--- config.mk ---
export PLATFORM = sky130hd
export DESIGN_NAME = eef_front
export DESIGN_NICKNAME = d
export VERILOG_FILES = /design/src/design/eef_pkg.sv /design/src/design/eef_line_if.sv /design/src/design/eef_front.sv /design/src/design/eef_shreg.sv /design/src/design/eef_sync.sv
export VERILOG_INCLUDE_DIRS = /design/src /design/src/design
export SDC_FILE = /design/constraint.sdc
export NUM_CORES = 1
export LEC_CHECK = 0
export ABC_AREA = 0
export BUFFER_PORTS_ARGS = -buffer_cell sky130_fd_sc_hd__buf_2
export CAP_MARGIN = 20
export CELL_PAD_IN_SITES_DETAIL_PLACEMENT = 1
export CELL_PAD_IN_SITES_GLOBAL_PLACEMENT = 1
export CORE_UTILIZATION = 30
export CTS_BUF_LIST = sky130_fd_sc_hd__clkbuf_4
export DETAILED_ROUTE_END_ITERATION = 6
export PLACE_DENSITY_LB_ADDON = 0.1
export SLEW_MARGIN = 5
export SYNTH_ARGS = -nofsm -noshare
export SYNTH_HDL_FRONTEND = slang
export SYNTH_SLANG_ARGS = --single-unit
--- constraint.sdc ---
create_clock -name mclk -period 5.2 [get_ports mclk]
set_clock_uncertainty 0.05 [all_clocks]
set_input_delay 0.26 -clock mclk [delete_from_list [all_inputs] [get_ports mclk]]
set_output_delay 0.26 -clock mclk [all_outputs]
set_load 0.02 [all_outputs]
--- src/design/eef_defines.svh ---
// Purpose: Constants of the two-wire EEPROM bus front end
// Assumes: 25 MHz system clock
// Notes: Offsets are absent; only field values and timing counts live here
`ifndef EEF_DEFINES_SVH
`define EEF_DEFINES_SVH

// Device type identifier expected in bits 7..4 of the address byte
`define EEF_TYPE_ID 4'ha
// Field position of the read/write select bit in the address byte
`define EEF_RW_BIT 0
// Index of the last bit of a byte and the clock that carries the acknowledge
`define EEF_LAST_BIT 4'd7
`define EEF_ACK_SLOT 4'd8
// Clock rate in kHz and the host power-up wait in microseconds
`define EEF_MCLK_KHZ 25000
`define EEF_PUP_WAIT_US 100
// Host power-up wait in clock cycles, rounded up
`define EEF_PUP_WAIT_CYC ((`EEF_PUP_WAIT_US * `EEF_MCLK_KHZ + 999) / 1000)

`endif

--- src/design/eef_pkg.sv ---
// Purpose: Types of the two-wire EEPROM bus front end
// Assumes: Nothing beyond the defines header
// Notes: Gray codes follow receive, acknowledge, send, acknowledge
package eef_pkg;
    typedef enum logic [2:0] {
        EEF_ST_STBY = 3'h0,
        EEF_ST_RX = 3'h1,
        EEF_ST_RXACK = 3'h3,
        EEF_ST_TX = 3'h2,
        EEF_ST_TXACK = 3'h6
    } eef_state_t;
endpackage : eef_pkg

--- src/design/eef_line_if.sv ---
// Purpose: Carries sampled line levels and bus events between modules
// Assumes: All members are on the mclk domain
// Notes: Events are one-cycle pulses
`timescale 1ns/1ps
interface eef_line_if;
    logic scl;
    logic sda;
    logic scl_rise;
    logic scl_fall;
    logic start;
    logic stop;
    logic idle;
    modport src (output scl, sda, scl_rise, scl_fall, start, stop, idle);
    modport dst (input scl, sda, scl_rise, scl_fall, start, stop, idle);
endinterface : eef_line_if

--- src/design/eef_front.sv ---
// Purpose: Bit-level target front end of a two-wire serial EEPROM
// Assumes: rstn is the power-on reset; scl_i and sda_i come from pins
// Notes: SDA is open drain, driven low only; SCL is never driven
//
// How it works
// - Ignore bus during reset, standby after release
// - Sample on SCL rise, drive after fall
// - Bytes travel most significant bit first
// - Ninth clock carries acknowledge or no-acknowledge
// - SDA change with SCL high is start/stop
// - SDA fall, SCL high: start, wakes device
// - Silent until a start is seen
// - SDA rise, SCL high: stop, then standby unless the stop launches a write
// - Repeated start begins a new operation
// - Idle means both lines high
// - Sender releases at eighth fall; low acknowledges
// - Receiver releases at end of ninth clock
// - Host no-acknowledge: release SDA, then standby
// - Standby on power-up, stop that launches no write, write end, mismatch, no-acknowledge
// - SDA driven low only, open drain
// - SCL is input only
// - Acknowledge matching type identifier, else standby
// - No address acknowledge during write cycle
`timescale 1ns/1ps
`include "eef_defines.svh"
module eef_front (
    input wire logic mclk, // System clock, 25 MHz
    input wire logic rstn, // Power-on reset, active low
    input wire logic scl_i, // Serial clock pin, input only
    input wire logic sda_i, // Serial data pin level
    output logic sda_o, // Serial data output value, always low
    output logic sda_oe, // Serial data pull-down enable
    input wire logic wr_pend_i, // A stop now would launch a write cycle
    input wire logic write_busy_i, // Internal write cycle in progress
    input wire logic [7:0] tx_byte_i, // Next byte to send
    output logic tx_req, // Byte taken from tx_byte_i
    output logic [7:0] rx_byte, // Last byte received
    output logic rx_valid, // rx_byte complete
    output logic rx_addr, // rx_byte is the address byte
    output logic sel, // Device addressed in this operation
    output logic reading, // Addressed for read
    output logic standby, // Standby mode
    output logic bus_idle, // Both lines high
    output eef_pkg::eef_state_t state // Protocol state
);
    import eef_pkg::*;

    eef_line_if ln ();

    eef_state_t state_q, state_d;
    logic [3:0] cnt_q, cnt_d;
    logic oe_q, oe_d;
    logic first_q, first_d;
    logic rw_q, rw_d;
    logic nack_q, nack_d;
    logic sel_q, sel_d;
    logic rxv_q, rxv_d;
    logic rxa_q, rxa_d;
    logic txr_q, txr_d;
    logic stby_q, stby_d;
    logic por_q, wbusy_q;
    logic sh_load, sh_shift, sh_bit, type_ok;
    logic [7:0] sh_q;

    // Pin synchroniser and event finder
    eef_sync u_sync (
        .mclk (mclk),
        .rstn (rstn),
        .scl_i (scl_i),
        .sda_i (sda_i),
        .ln (ln)
    );

    // Byte shifter for both directions
    eef_shreg u_shreg (
        .mclk (mclk),
        .rstn (rstn),
        .load (sh_load),
        .load_val (tx_byte_i),
        .shift (sh_shift),
        .bit_in (sh_bit),
        .q (sh_q)
    );

    assign type_ok = (sh_q[7:4] == `EEF_TYPE_ID);

    // Protocol next-state logic
    always_comb begin
        state_d = state_q;
        cnt_d = cnt_q;
        oe_d = oe_q;
        first_d = first_q;
        rw_d = rw_q;
        nack_d = nack_q;
        sel_d = sel_q;
        rxv_d = 1'b0;
        rxa_d = rxa_q;
        txr_d = 1'b0;
        stby_d = stby_q;
        sh_load = 1'b0;
        sh_shift = 1'b0;
        sh_bit = 1'b1;
        if (!por_q) begin
            stby_d = 1'b1;
        end
        if (wbusy_q && !write_busy_i) begin
            stby_d = 1'b1;
        end
        if (ln.start) begin
            // Start or repeated start aborts any byte and opens a new operation
            state_d = EEF_ST_RX;
            cnt_d = 4'h0;
            oe_d = 1'b0;
            first_d = 1'b1;
            sel_d = 1'b0;
            stby_d = 1'b0;
        end else if (ln.stop) begin
            state_d = EEF_ST_STBY;
            cnt_d = 4'h0;
            oe_d = 1'b0;
            sel_d = 1'b0;
            if (!wr_pend_i) begin
                stby_d = 1'b1;
            end
        end else begin
            unique case (state_q)
                EEF_ST_STBY: begin
                    oe_d = 1'b0;
                end
                EEF_ST_RX: begin
                    if (ln.scl_rise && cnt_q != `EEF_ACK_SLOT) begin
                        sh_shift = 1'b1;
                        sh_bit = ln.sda;
                        cnt_d = 4'(cnt_q + 4'h1);
                        if (cnt_q == `EEF_LAST_BIT) begin
                            rxv_d = 1'b1;
                            rxa_d = first_q;
                        end
                    end else if (ln.scl_fall && cnt_q == `EEF_ACK_SLOT) begin
                        if (first_q && !type_ok) begin
                            state_d = EEF_ST_STBY;
                            stby_d = 1'b1;
                        end else if (first_q && write_busy_i) begin
                            state_d = EEF_ST_STBY;
                        end else begin
                            oe_d = 1'b1;
                            state_d = EEF_ST_RXACK;
                            if (first_q) begin
                                rw_d = sh_q[`EEF_RW_BIT];
                                sel_d = 1'b1;
                            end
                        end
                    end
                end
                EEF_ST_RXACK: begin
                    if (ln.scl_fall) begin
                        cnt_d = 4'h0;
                        first_d = 1'b0;
                        if (rw_q) begin
                            state_d = EEF_ST_TX;
                            sh_load = 1'b1;
                            txr_d = 1'b1;
                            oe_d = ~tx_byte_i[7];
                        end else begin
                            state_d = EEF_ST_RX;
                            oe_d = 1'b0;
                        end
                    end
                end
                EEF_ST_TX: begin
                    if (ln.scl_fall) begin
                        cnt_d = 4'(cnt_q + 4'h1);
                        if (cnt_q == `EEF_LAST_BIT) begin
                            oe_d = 1'b0;
                            state_d = EEF_ST_TXACK;
                        end else begin
                            sh_shift = 1'b1;
                            oe_d = ~sh_q[6];
                        end
                    end
                end
                EEF_ST_TXACK: begin
                    if (ln.scl_rise) begin
                        nack_d = ln.sda;
                    end else if (ln.scl_fall) begin
                        cnt_d = 4'h0;
                        if (nack_q) begin
                            state_d = EEF_ST_STBY;
                            stby_d = 1'b1;
                            sel_d = 1'b0;
                        end else begin
                            // Reads run on with no byte limit of their own
                            state_d = EEF_ST_TX;
                            sh_load = 1'b1;
                            txr_d = 1'b1;
                            oe_d = ~tx_byte_i[7];
                        end
                    end
                end
                default: begin
                    state_d = EEF_ST_STBY;
                    oe_d = 1'b0;
                end
            endcase
        end
    end

    // Protocol registers; reset holds the device off the bus
    always_ff @(posedge mclk or negedge rstn) begin
        if (!rstn) begin
            state_q <= EEF_ST_STBY;
            cnt_q <= 4'h0;
            oe_q <= 1'b0;
            first_q <= 1'b0;
            rw_q <= 1'b0;
            nack_q <= 1'b1;
            sel_q <= 1'b0;
            rxv_q <= 1'b0;
            rxa_q <= 1'b0;
            txr_q <= 1'b0;
            stby_q <= 1'b0;
            por_q <= 1'b0;
            wbusy_q <= 1'b0;
        end else begin
            state_q <= state_d;
            cnt_q <= cnt_d;
            oe_q <= oe_d;
            first_q <= first_d;
            rw_q <= rw_d;
            nack_q <= nack_d;
            sel_q <= sel_d;
            rxv_q <= rxv_d;
            rxa_q <= rxa_d;
            txr_q <= txr_d;
            stby_q <= stby_d;
            por_q <= 1'b1;
            wbusy_q <= write_busy_i;
        end
    end

    // Outputs; SDA only ever pulls low
    assign sda_o = 1'b0;
    assign sda_oe = oe_q;
    assign tx_req = txr_q;
    assign rx_byte = sh_q;
    assign rx_valid = rxv_q;
    assign rx_addr = rxa_q;
    assign sel = sel_q;
    assign reading = rw_q & sel_q;
    assign standby = stby_q;
    assign bus_idle = ln.idle;
    assign state = state_q;
endmodule : eef_front

--- src/design/eef_shreg.sv ---
// Purpose: Byte shift register, most significant bit first
// Assumes: Load wins over shift
// Notes: Shared by receive and send
`timescale 1ns/1ps
module eef_shreg (
    input wire logic mclk, // System clock
    input wire logic rstn, // Asynchronous reset, active low
    input wire logic load, // Parallel load strobe
    input wire logic [7:0] load_val, // Value to load
    input wire logic shift, // Shift strobe
    input wire logic bit_in, // Bit entering at the bottom
    output logic [7:0] q // Register contents
);
    logic [7:0] q_d;

    // Next value: load, shift toward the top, or hold
    always_comb begin
        q_d = q;
        if (load) begin
            q_d = load_val;
        end else if (shift) begin
            q_d = {q[6:0], bit_in};
        end
    end

    always_ff @(posedge mclk or negedge rstn) begin
        if (!rstn) begin
            q <= 8'h00;
        end else begin
            q <= q_d;
        end
    end
endmodule : eef_shreg

--- src/design/eef_sync.sv ---
// Purpose: Synchronises the bus pins and finds edges, start and stop
// Assumes: Pins are asynchronous to mclk
// Notes: First stage feeds only the second stage
`timescale 1ns/1ps
module eef_sync (
    input wire logic mclk, // System clock
    input wire logic rstn, // Asynchronous reset, active low
    input wire logic scl_i, // Serial clock pin
    input wire logic sda_i, // Serial data pin level
    eef_line_if.src ln // Sampled levels and events
);
    logic [2:0] scl_q;
    logic [2:0] sda_q;
    logic [2:0] scl_d;
    logic [2:0] sda_d;

    // Shift chains: two synchroniser stages and one history stage
    always_comb begin
        scl_d = {scl_q[1:0], scl_i};
        sda_d = {sda_q[1:0], sda_i};
    end

    // Idle bus level after reset
    always_ff @(posedge mclk or negedge rstn) begin
        if (!rstn) begin
            scl_q <= 3'h7;
            sda_q <= 3'h7;
        end else begin
            scl_q <= scl_d;
            sda_q <= sda_d;
        end
    end

    // Events from the second and third stages only
    assign ln.scl = scl_q[1];
    assign ln.sda = sda_q[1];
    assign ln.scl_rise = scl_q[1] & ~scl_q[2];
    assign ln.scl_fall = ~scl_q[1] & scl_q[2];
    assign ln.start = scl_q[1] & scl_q[2] & sda_q[2] & ~sda_q[1];
    assign ln.stop = scl_q[1] & scl_q[2] & ~sda_q[2] & sda_q[1];
    assign ln.idle = scl_q[1] & sda_q[1];
endmodule : eef_sync

==> results_dict.tcl, run 1 <==
set metrics [dict create \
    place.gp.congestion 0.765 \
    setup_viol 0 \
    synth.yosys.seq_area_share_pct 44.4 \
    design.die.area_sq_mm 0.00640 \
    synth.most_common_cell "dfrtp_1" \
    timing.critical_path.from_type "flip-flop" \
    pwr_density_cell_mw_per_mm2 456 \
    drt-initial-drc-count 78 \
    die_width_um 80.0 \
    finalPower_uw 964 \
    cts_root_buffer "clkbuf_4" \
    postSynthRegisterBits 32 \
    final_layout_size_suffix_gt1_share_pct 37.7 \
    grt_start_max_net_pins 33 \
    reg2reg_slack_ps 2900 \
    postSynthAreaPerCell_sq_um 10.9 \
    run_status "finished, final reports clean" \
    ys_dominant_reg_cell "dfrtp_1" \
    floorplan.rows 28 \
    grt_setup_unrepaired "no" \
    post-cts-setup-buffers 0 \
    critical_path_required_ps 5370 \
    first_pass_iters 4 \
    worstSkewPairLatency_ps 330 \
    dpl.cell_count 268 \
    detail_route.wl_per_cell_um 17.0 \
    yosys-top-cells-count "dfrtp_1 (25), mux2_2 (17), nor2_1 (13), inv_1 (11), o21ai_0 (8)" \
    criticalPathCategory "flip-flop to flip-flop" \
    routed-via-count 1459 \
    tritoncts "built" \
    antenna_found_initial 0 \
    starting_utilization_of_the_core_area_pct 31.0 \
    syn-instance-count 168 \
    distinct_cell_type_count_of_the_synthesized_netlist 54 \
    synthArstFlopShare_pct 100 \
    diodes 0 \
    detailed_place_hpwl_um 3500 \
    layout-area-overhead-vs-synth_pct 15.8 \
    clock_sink_count 32 \
    worst_ep_arrival_time_ps 2470 \
    synthesis.yosys.warnings 0 \
    hold_wc_path_type "input pin to flip-flop" \
    synth.cell_area_sq_mm 0.00182 \
    p_leak_nw 0.934 \
    count_of_flip_flops_with_a_built_in_enable_after_synthesis 0 \
    clock_tree.htree_level_count 2 \
    route.final.wire_length_um 4740 \
    achievable-frequency_ghz 0.435 \
    register_clock_pin_slew_on_the_reported_worst_setup_and_hold_paths_ps 110 \
    post_cts_hold_buffers 3 \
    worst_slew_pin_tran_ps 748 \
    finish.net_count 219 \
    cts-buffers-inserted 5 \
    netlist.area_leader.share_pct 34.3 \
    die_h_um 80.0 \
    timing.final.crit_period_ps 2300 \
    max_slew_violation_count 0 \
    hold_viol 0 \
    ys_top_cells_by_area "dfrtp_1 (34%), mux2_2 (10%), dfstp_2 (10%)" \
    max_cap_viol 0 \
    number_of_port_buffers 32 \
    post-route-period-util_pct 44.2 \
    global_route_wire_length_before_repair_um 7560 \
    drtAntennaViolNets 0 \
    via_per_inst 5.23 \
    post_cts.resized_instances 0 \
    drcViolationCount 0 \
    slew-limit-headroom_pct 50.1 \
    first_global_vias 1373 \
    coreArea_sq_mm 0.00589 \
    synth_top_cell_by_area "dfrtp_1" \
    vdd.ir_drop.worst_v 0.000144 \
    timing.critical_path.fanout_max 16 \
    critical_path.endpoint_type "flip-flop" \
    cts_buffer_depth 2 \
    mappedNetlistNets 184 \
    num_ports 34 \
    instances_no_fill 279 \
    fin_setup_tns_ps 0 \
    groute.usage.overall_pct 16.0 \
    grt_remaining_overflow 0 \
]
critical path, stage by stage (launching register included):
cell      delay (ps)
dfrtp_1          640
and3b_1          230
o21ai_0          200
nand2b_1         410
mux2_2           390
mux2_2           260
layer usage:
| layer | part of all wire [%] | track usage [%] | up-vias |
|---|---|---|---|
| met2 | 46 | 23.5 | 37 |
| met5 | 0 | 0 | - |
| met4 | 1.1 | 4.29 | 0 |
| li1 | - | - | 682 |
| met1 | 49 | 23.0 | 734 |
| met3 | 4.3 | 4.11 | 6 |
cell families (layout without fill, tap and decap cells):
kind of cell               count (synthesis)  in the layout  synth area share (%)
xor gates and xnor gates                   2              2                 0.960
DFF                                       32             32                  44.4
muxes                                     19             19                  12.1
adders and majority gates                  3              3                  1.99
and+or+nand+nor                           53             53                  19.1
AOI/OAI and AO/OA                         39             39                  15.8
buffers and inverters                     18             54                  5.14
other                                      2              2                 0.412
report_power, final:
part	switching (mW)	total [mW]	leakage [nW]	internal [mW]
registers	0.0854	0.398	0.378	0.313
logic	0.217	0.415	0.520	0.198
clock network	0.0876	0.151	0.0361	0.0632
placed cells by master (no fill, tap or decap), types with 6 or more instances in the layout:
cell	count
buf_2	32
clkbuf_4	7
dfrtp_1	25
dfstp_2	7
inv_1	11
mux2_2	17
nand2_1	6
nand2b_1	6
nor2_1	13
o21ai_0	8
worst paths after layout:
| kind | startpoint | endpoint | cells past startpoint |
|---|---|---|---|
| min in group asynchronous | rstn | cnt_q[3]$_DFFE_PN0P_ | 2 |
| min | write_busy_i | wbusy_q$_DFF_PN0_ | 1 |
| max | state[2]$_DFFE_PN0P_ | u_shreg.q[2]$_DFFE_PN0P_ | 5 |
| max in group asynchronous | rstn | cnt_q[0]$_DFFE_PN0P_ | 2 |
| min reg2reg | u_sync.scl_q[0]$_DFF_PN1_ | u_sync.scl_q[1]$_DFF_PN1_ | 0 |
| max reg2reg | state[2]$_DFFE_PN0P_ | u_shreg.q[2]$_DFFE_PN0P_ | 5 |
sequential cells by signal, indices dropped and copies added (netlist names), 3 cells and up:
name	count
state	3
u_shreg.q	8
u_sync.scl_q	3
cnt_q	4
u_sync.sda_q	3
per-stage QoR:
step	worst slack (ps)	utilization [%]	hold WS (ps)	area, sq um
finish	2900	35.9	49.8	2110
global route	2770	35.9	28.0	2110
CTS	2890	35.9	39.2	2110
detailed placement	2920	34.4	298	2030
global placement	3060	34.4	298	2030
floorplan	3210	-	-85.6	1820
area by class of cell:
| class | count | area [sq um] |
|---|---|---|
| Fill cell | 676 | 3770 |
| Inverter | 11 | 41.3 |
| Multi-Input combinational cell | 118 | 921 |
| Timing Repair Buffer | 35 | 190 |
| Sequential cell | 32 | 810 |
| Clock buffer | 7 | 52.6 |
| Tap cell | 75 | 93.8 |
| Clock inverter | 1 | 5.00 |
Power figures use the tool's default switching activity.
==> run 2: changes to the inputs <==
- ABC_AREA: 0 -> 1
- clock period: 5.2 -> 2.3 ns (I/O delays scaled with it)
==> run 2 against run 1 <==
- critical endpoint is now u_shreg.q[7]$_DFFE_PN0P_
- synthesized cell count is 69% higher
- sequential share of layout area is 3.6 points lower
- register-to-register slack worse by 2400 ps
- global-route usage increased by 1.1 points
- critical path type unchanged
- synthesized area up 8.8%
- largest power group unchanged
- critical path depth rose by 2
- via count is 27% higher
==> results_dict.tcl, run 2 <==
set metrics [dict create \
    diodes 0 \
    pwr_density_cell_mw_per_mm2 968 \
    worst_slew_pin_tran_ps 734 \
    groute.usage.overall_pct 17.1 \
    floorplan.rows 29 \
    tritoncts "built" \
    stdcell_area_sq_mm 0.00233 \
    synthesized_area_fraction_occupied_by_ao_oa_aoi_and_oai_cells_pct 7.18 \
    netlist.area_leader.share_pct 31.5 \
    final_layout_size_suffix_gt1_share_pct 24.4 \
    combPwrFrac_pct 42.8 \
    clock_tree.htree_level_count 2 \
    detailed_place_hpwl_um 4220 \
    post_synthesis_xor_xnor_area_fraction_pct 0.441 \
    first_global_vias 1898 \
    route.final.wire_length_um 5480 \
    syn-instance-count 284 \
    count_of_flip_flops_with_a_built_in_enable_after_synthesis 0 \
    synth_simple_gate_area_share_pct 40.1 \
    max_cap_viol 0 \
    post_cts.resized_instances 0 \
    vdd.ir_drop.worst_v 0.000428 \
    critical_path.reg2reg.endpoint "u_shreg.q[7]$_DFFE_PN0P_" \
    p_leak_nw 1.29 \
    placedInstanceArea_sq_mm 0.00221 \
    grt_remaining_overflow 0 \
    post-place-ws_ps 470 \
    synth_top_family_by_area "simple AND/OR/NAND/NOR gates" \
    reg.largest.list "u_shreg.q: 8 flops, cnt_q: 4 flops" \
    clkPwrFrac_pct 19.8 \
    antenna_found_initial 0 \
    critical_path.endpoint_type "flip-flop" \
    distinct_cell_type_count_of_the_synthesized_netlist 28 \
    mappedNetlistNets 300 \
    die_h_um 83.4 \
    place.gp.congestion 0.848 \
    worst_ep_arrival_time_ps 2010 \
    global_route_wire_length_before_repair_um 9430 \
    design.die.area_sq_mm 0.00695 \
    detail_route.wl_per_cell_um 13.7 \
    ys_dominant_reg_cell "dfrtp_1" \
    yosys-top-cells-count "nand2_1 (102), inv_1 (35), nor2_1 (33), dfrtp_1 (25), nand3_1 (18)" \
    drcViolationCount 0 \
    clock_sink_count 32 \
    largest_register_by_flop_count "u_shreg.q" \
    worst_setup_path_start "u_sync.scl_q[1]$_DFF_PN1_" \
    grt_start_max_net_pins 33 \
    switching_power_uw 987 \
    criticalPathCategory "flip-flop to flip-flop" \
    cts-buffers-inserted 5 \
    synth.cell_area_sq_mm 0.00199 \
    share_seq_of_total_power_pct 37.4 \
    netSwitchingFraction_pct 43.8 \
    layout-area-overhead-vs-synth_pct 17.3 \
    critical_path_required_ps 2490 \
    cts_buffer_depth 2 \
    first_pass_iters 4 \
    num_ports 34 \
    finish.net_count 339 \
    slew-limit-headroom_pct 51.0 \
    largest_register_ff_count 8 \
    achievable-frequency_ghz 0.550 \
    worstPathBufferInverterCount 2 \
    path_cells "inv_1 > nand2_2 > inv_1 > nand3_2 > nand3_2 > nor2_1 > a21oi_2" \
    die_width_um 83.4 \
    worstSkewPairLatency_ps 350 \
    max_slew_violation_count 0 \
    number_of_port_buffers 32 \
    path_depth 7 \
    register_clock_pin_slew_on_the_reported_worst_setup_and_hold_paths_ps 110 \
    grt_setup_unrepaired "no" \
    drtAntennaViolNets 0 \
    run_status "finished, final reports clean" \
    layout_common_cells "nand2_1 (102), inv_1 (35), nor2_1 (33)" \
    hold_wc_path_type "input pin to flip-flop" \
    drt-initial-drc-count 47 \
    timing.final.crit_period_ps 1820 \
    via_per_inst 4.63 \
    crit_path_max_incr_delay_ps 610 \
    starting_utilization_of_the_core_area_pct 31.1 \
    postSynthAreaPerCell_sq_um 6.99 \
    internal_power_mw 1.27 \
    routed-via-count 1857 \
    timing.critical_path.from_type "flip-flop" \
    layout_commonest_cell "nand2_1" \
    source_of_the_worst_register_to_register_timing_path "u_sync.scl_q[1]$_DFF_PN1_" \
    ys_top_cells_by_area "dfrtp_1 (32%), nand2_1 (19%), dfstp_2 (9.3%)" \
    synth.most_common_cell "nand2_1" \
    reg2reg_depth 7 \
    synth_top_cell_by_area "dfrtp_1" \
    synth_mux_area_share_pct 0 \
    post-route-period-util_pct 79.1 \
    critPathCapture "u_shreg.q[7]$_DFFE_PN0P_" \
    path_delay_family "simple AND/OR/NAND/NOR gates" \
    hold_viol 0 \
    final_core_util_pct 36.5 \
    postSynthRegisterBits 32 \
    coreArea_sq_mm 0.00639 \
    timing.critical_path.slowest_stage_cell "dfstp_2" \
    synthArstFlopShare_pct 100 \
    finalWorstSetupSlack_ps 481 \
    setup_viol 0 \
    synthesis.yosys.warnings 0 \
    reg2reg_slack_ps 480 \
    finalPower_mw 2.26 \
    cts_root_buffer "clkbuf_4" \
    fin_setup_tns_ps 0 \
    synth_adder_area_share_pct 1.26 \
    timing.critical_path.fanout_max 14 \
    synth.yosys.seq_area_share_pct 40.8 \
]
run 2: cells by family (layout without fill, tap and decap cells):
kind of cell / Yosys count / after routing
flip-flops: 32 / 32
AND/OR/NAND/NOR: 182 / 182
other: 2 / 2
buffers and inverters: 43 / 83
adder cells (fa/ha/maj): 2 / 2
XOR/XNOR: 1 / 1
AO/OA/AOI/OAI: 22 / 22
run 2: power groups by stage:
| stage | combinational, mW | clock [mW] | sequential (mW) |
|---|---|---|---|
| detailed placement | 0.973 | 0 | 0.860 |
| global placement | 0.964 | 0 | 0.856 |
| floorplan | 0.616 | 0 | 0.930 |
| CTS | 0.982 | 0.466 | 0.849 |
| finish | 0.966 | 0.446 | 0.844 |
| global route | 1.11 | 0.485 | 0.870 |
run 2: layout make-up:
class                   instances  area, sq um
flip-flops and latches         32          810
clock buffers                   5         37.5
repair buffers                 37          208
multi-input cells             209          981
well taps                      77         96.3
fillers                       852         4060
inverters                      38          155
clock inverters                 3         42.5
run 2: worst min-delay path by stage:
stage / startpoint / endpoint / cells after the start
floorplan: rstn / cnt_q[0]$_DFFE_PN0P_ / 0
global placement: rstn / tx_req$_DFF_PN0_ / 1
detailed placement: rstn / u_shreg.q[5]$_DFFE_PN0P_ / 1
CTS: tx_byte_i[3] / u_shreg.q[3]$_DFFE_PN0P_ / 5
global route: tx_byte_i[5] / u_shreg.q[5]$_DFFE_PN0P_ / 5
finish: tx_byte_i[3] / u_shreg.q[3]$_DFFE_PN0P_ / 5
run 2: routing by layer:
layer  track usage [%]  wire (um)
met1              22.7       2700
met5                 0          0
met3              3.08        169
met2              28.4       2550
met4              4.70         62
run 2: metrics by stage:
stage,hold WS [ps],instances
global route,22.1,401
CTS,1.04,401
finish,5.39,401
floorplan,-231,284
detailed placement,171,389
global placement,170,389
run 2: worst register-to-register path: stages, from the launching register on:
cell and delay, ps:
dfstp_2 610, inv_1 60, nand2_2 160, inv_1 140, nand3_2 110, nand3_2 310
nor2_1 230, a21oi_2 40
run 2: repair_timing:
action                    in CTS  in global routing
hold buffers                   4                  0
setup buffers                  0                  0
hold endpoints to repair      28                  0
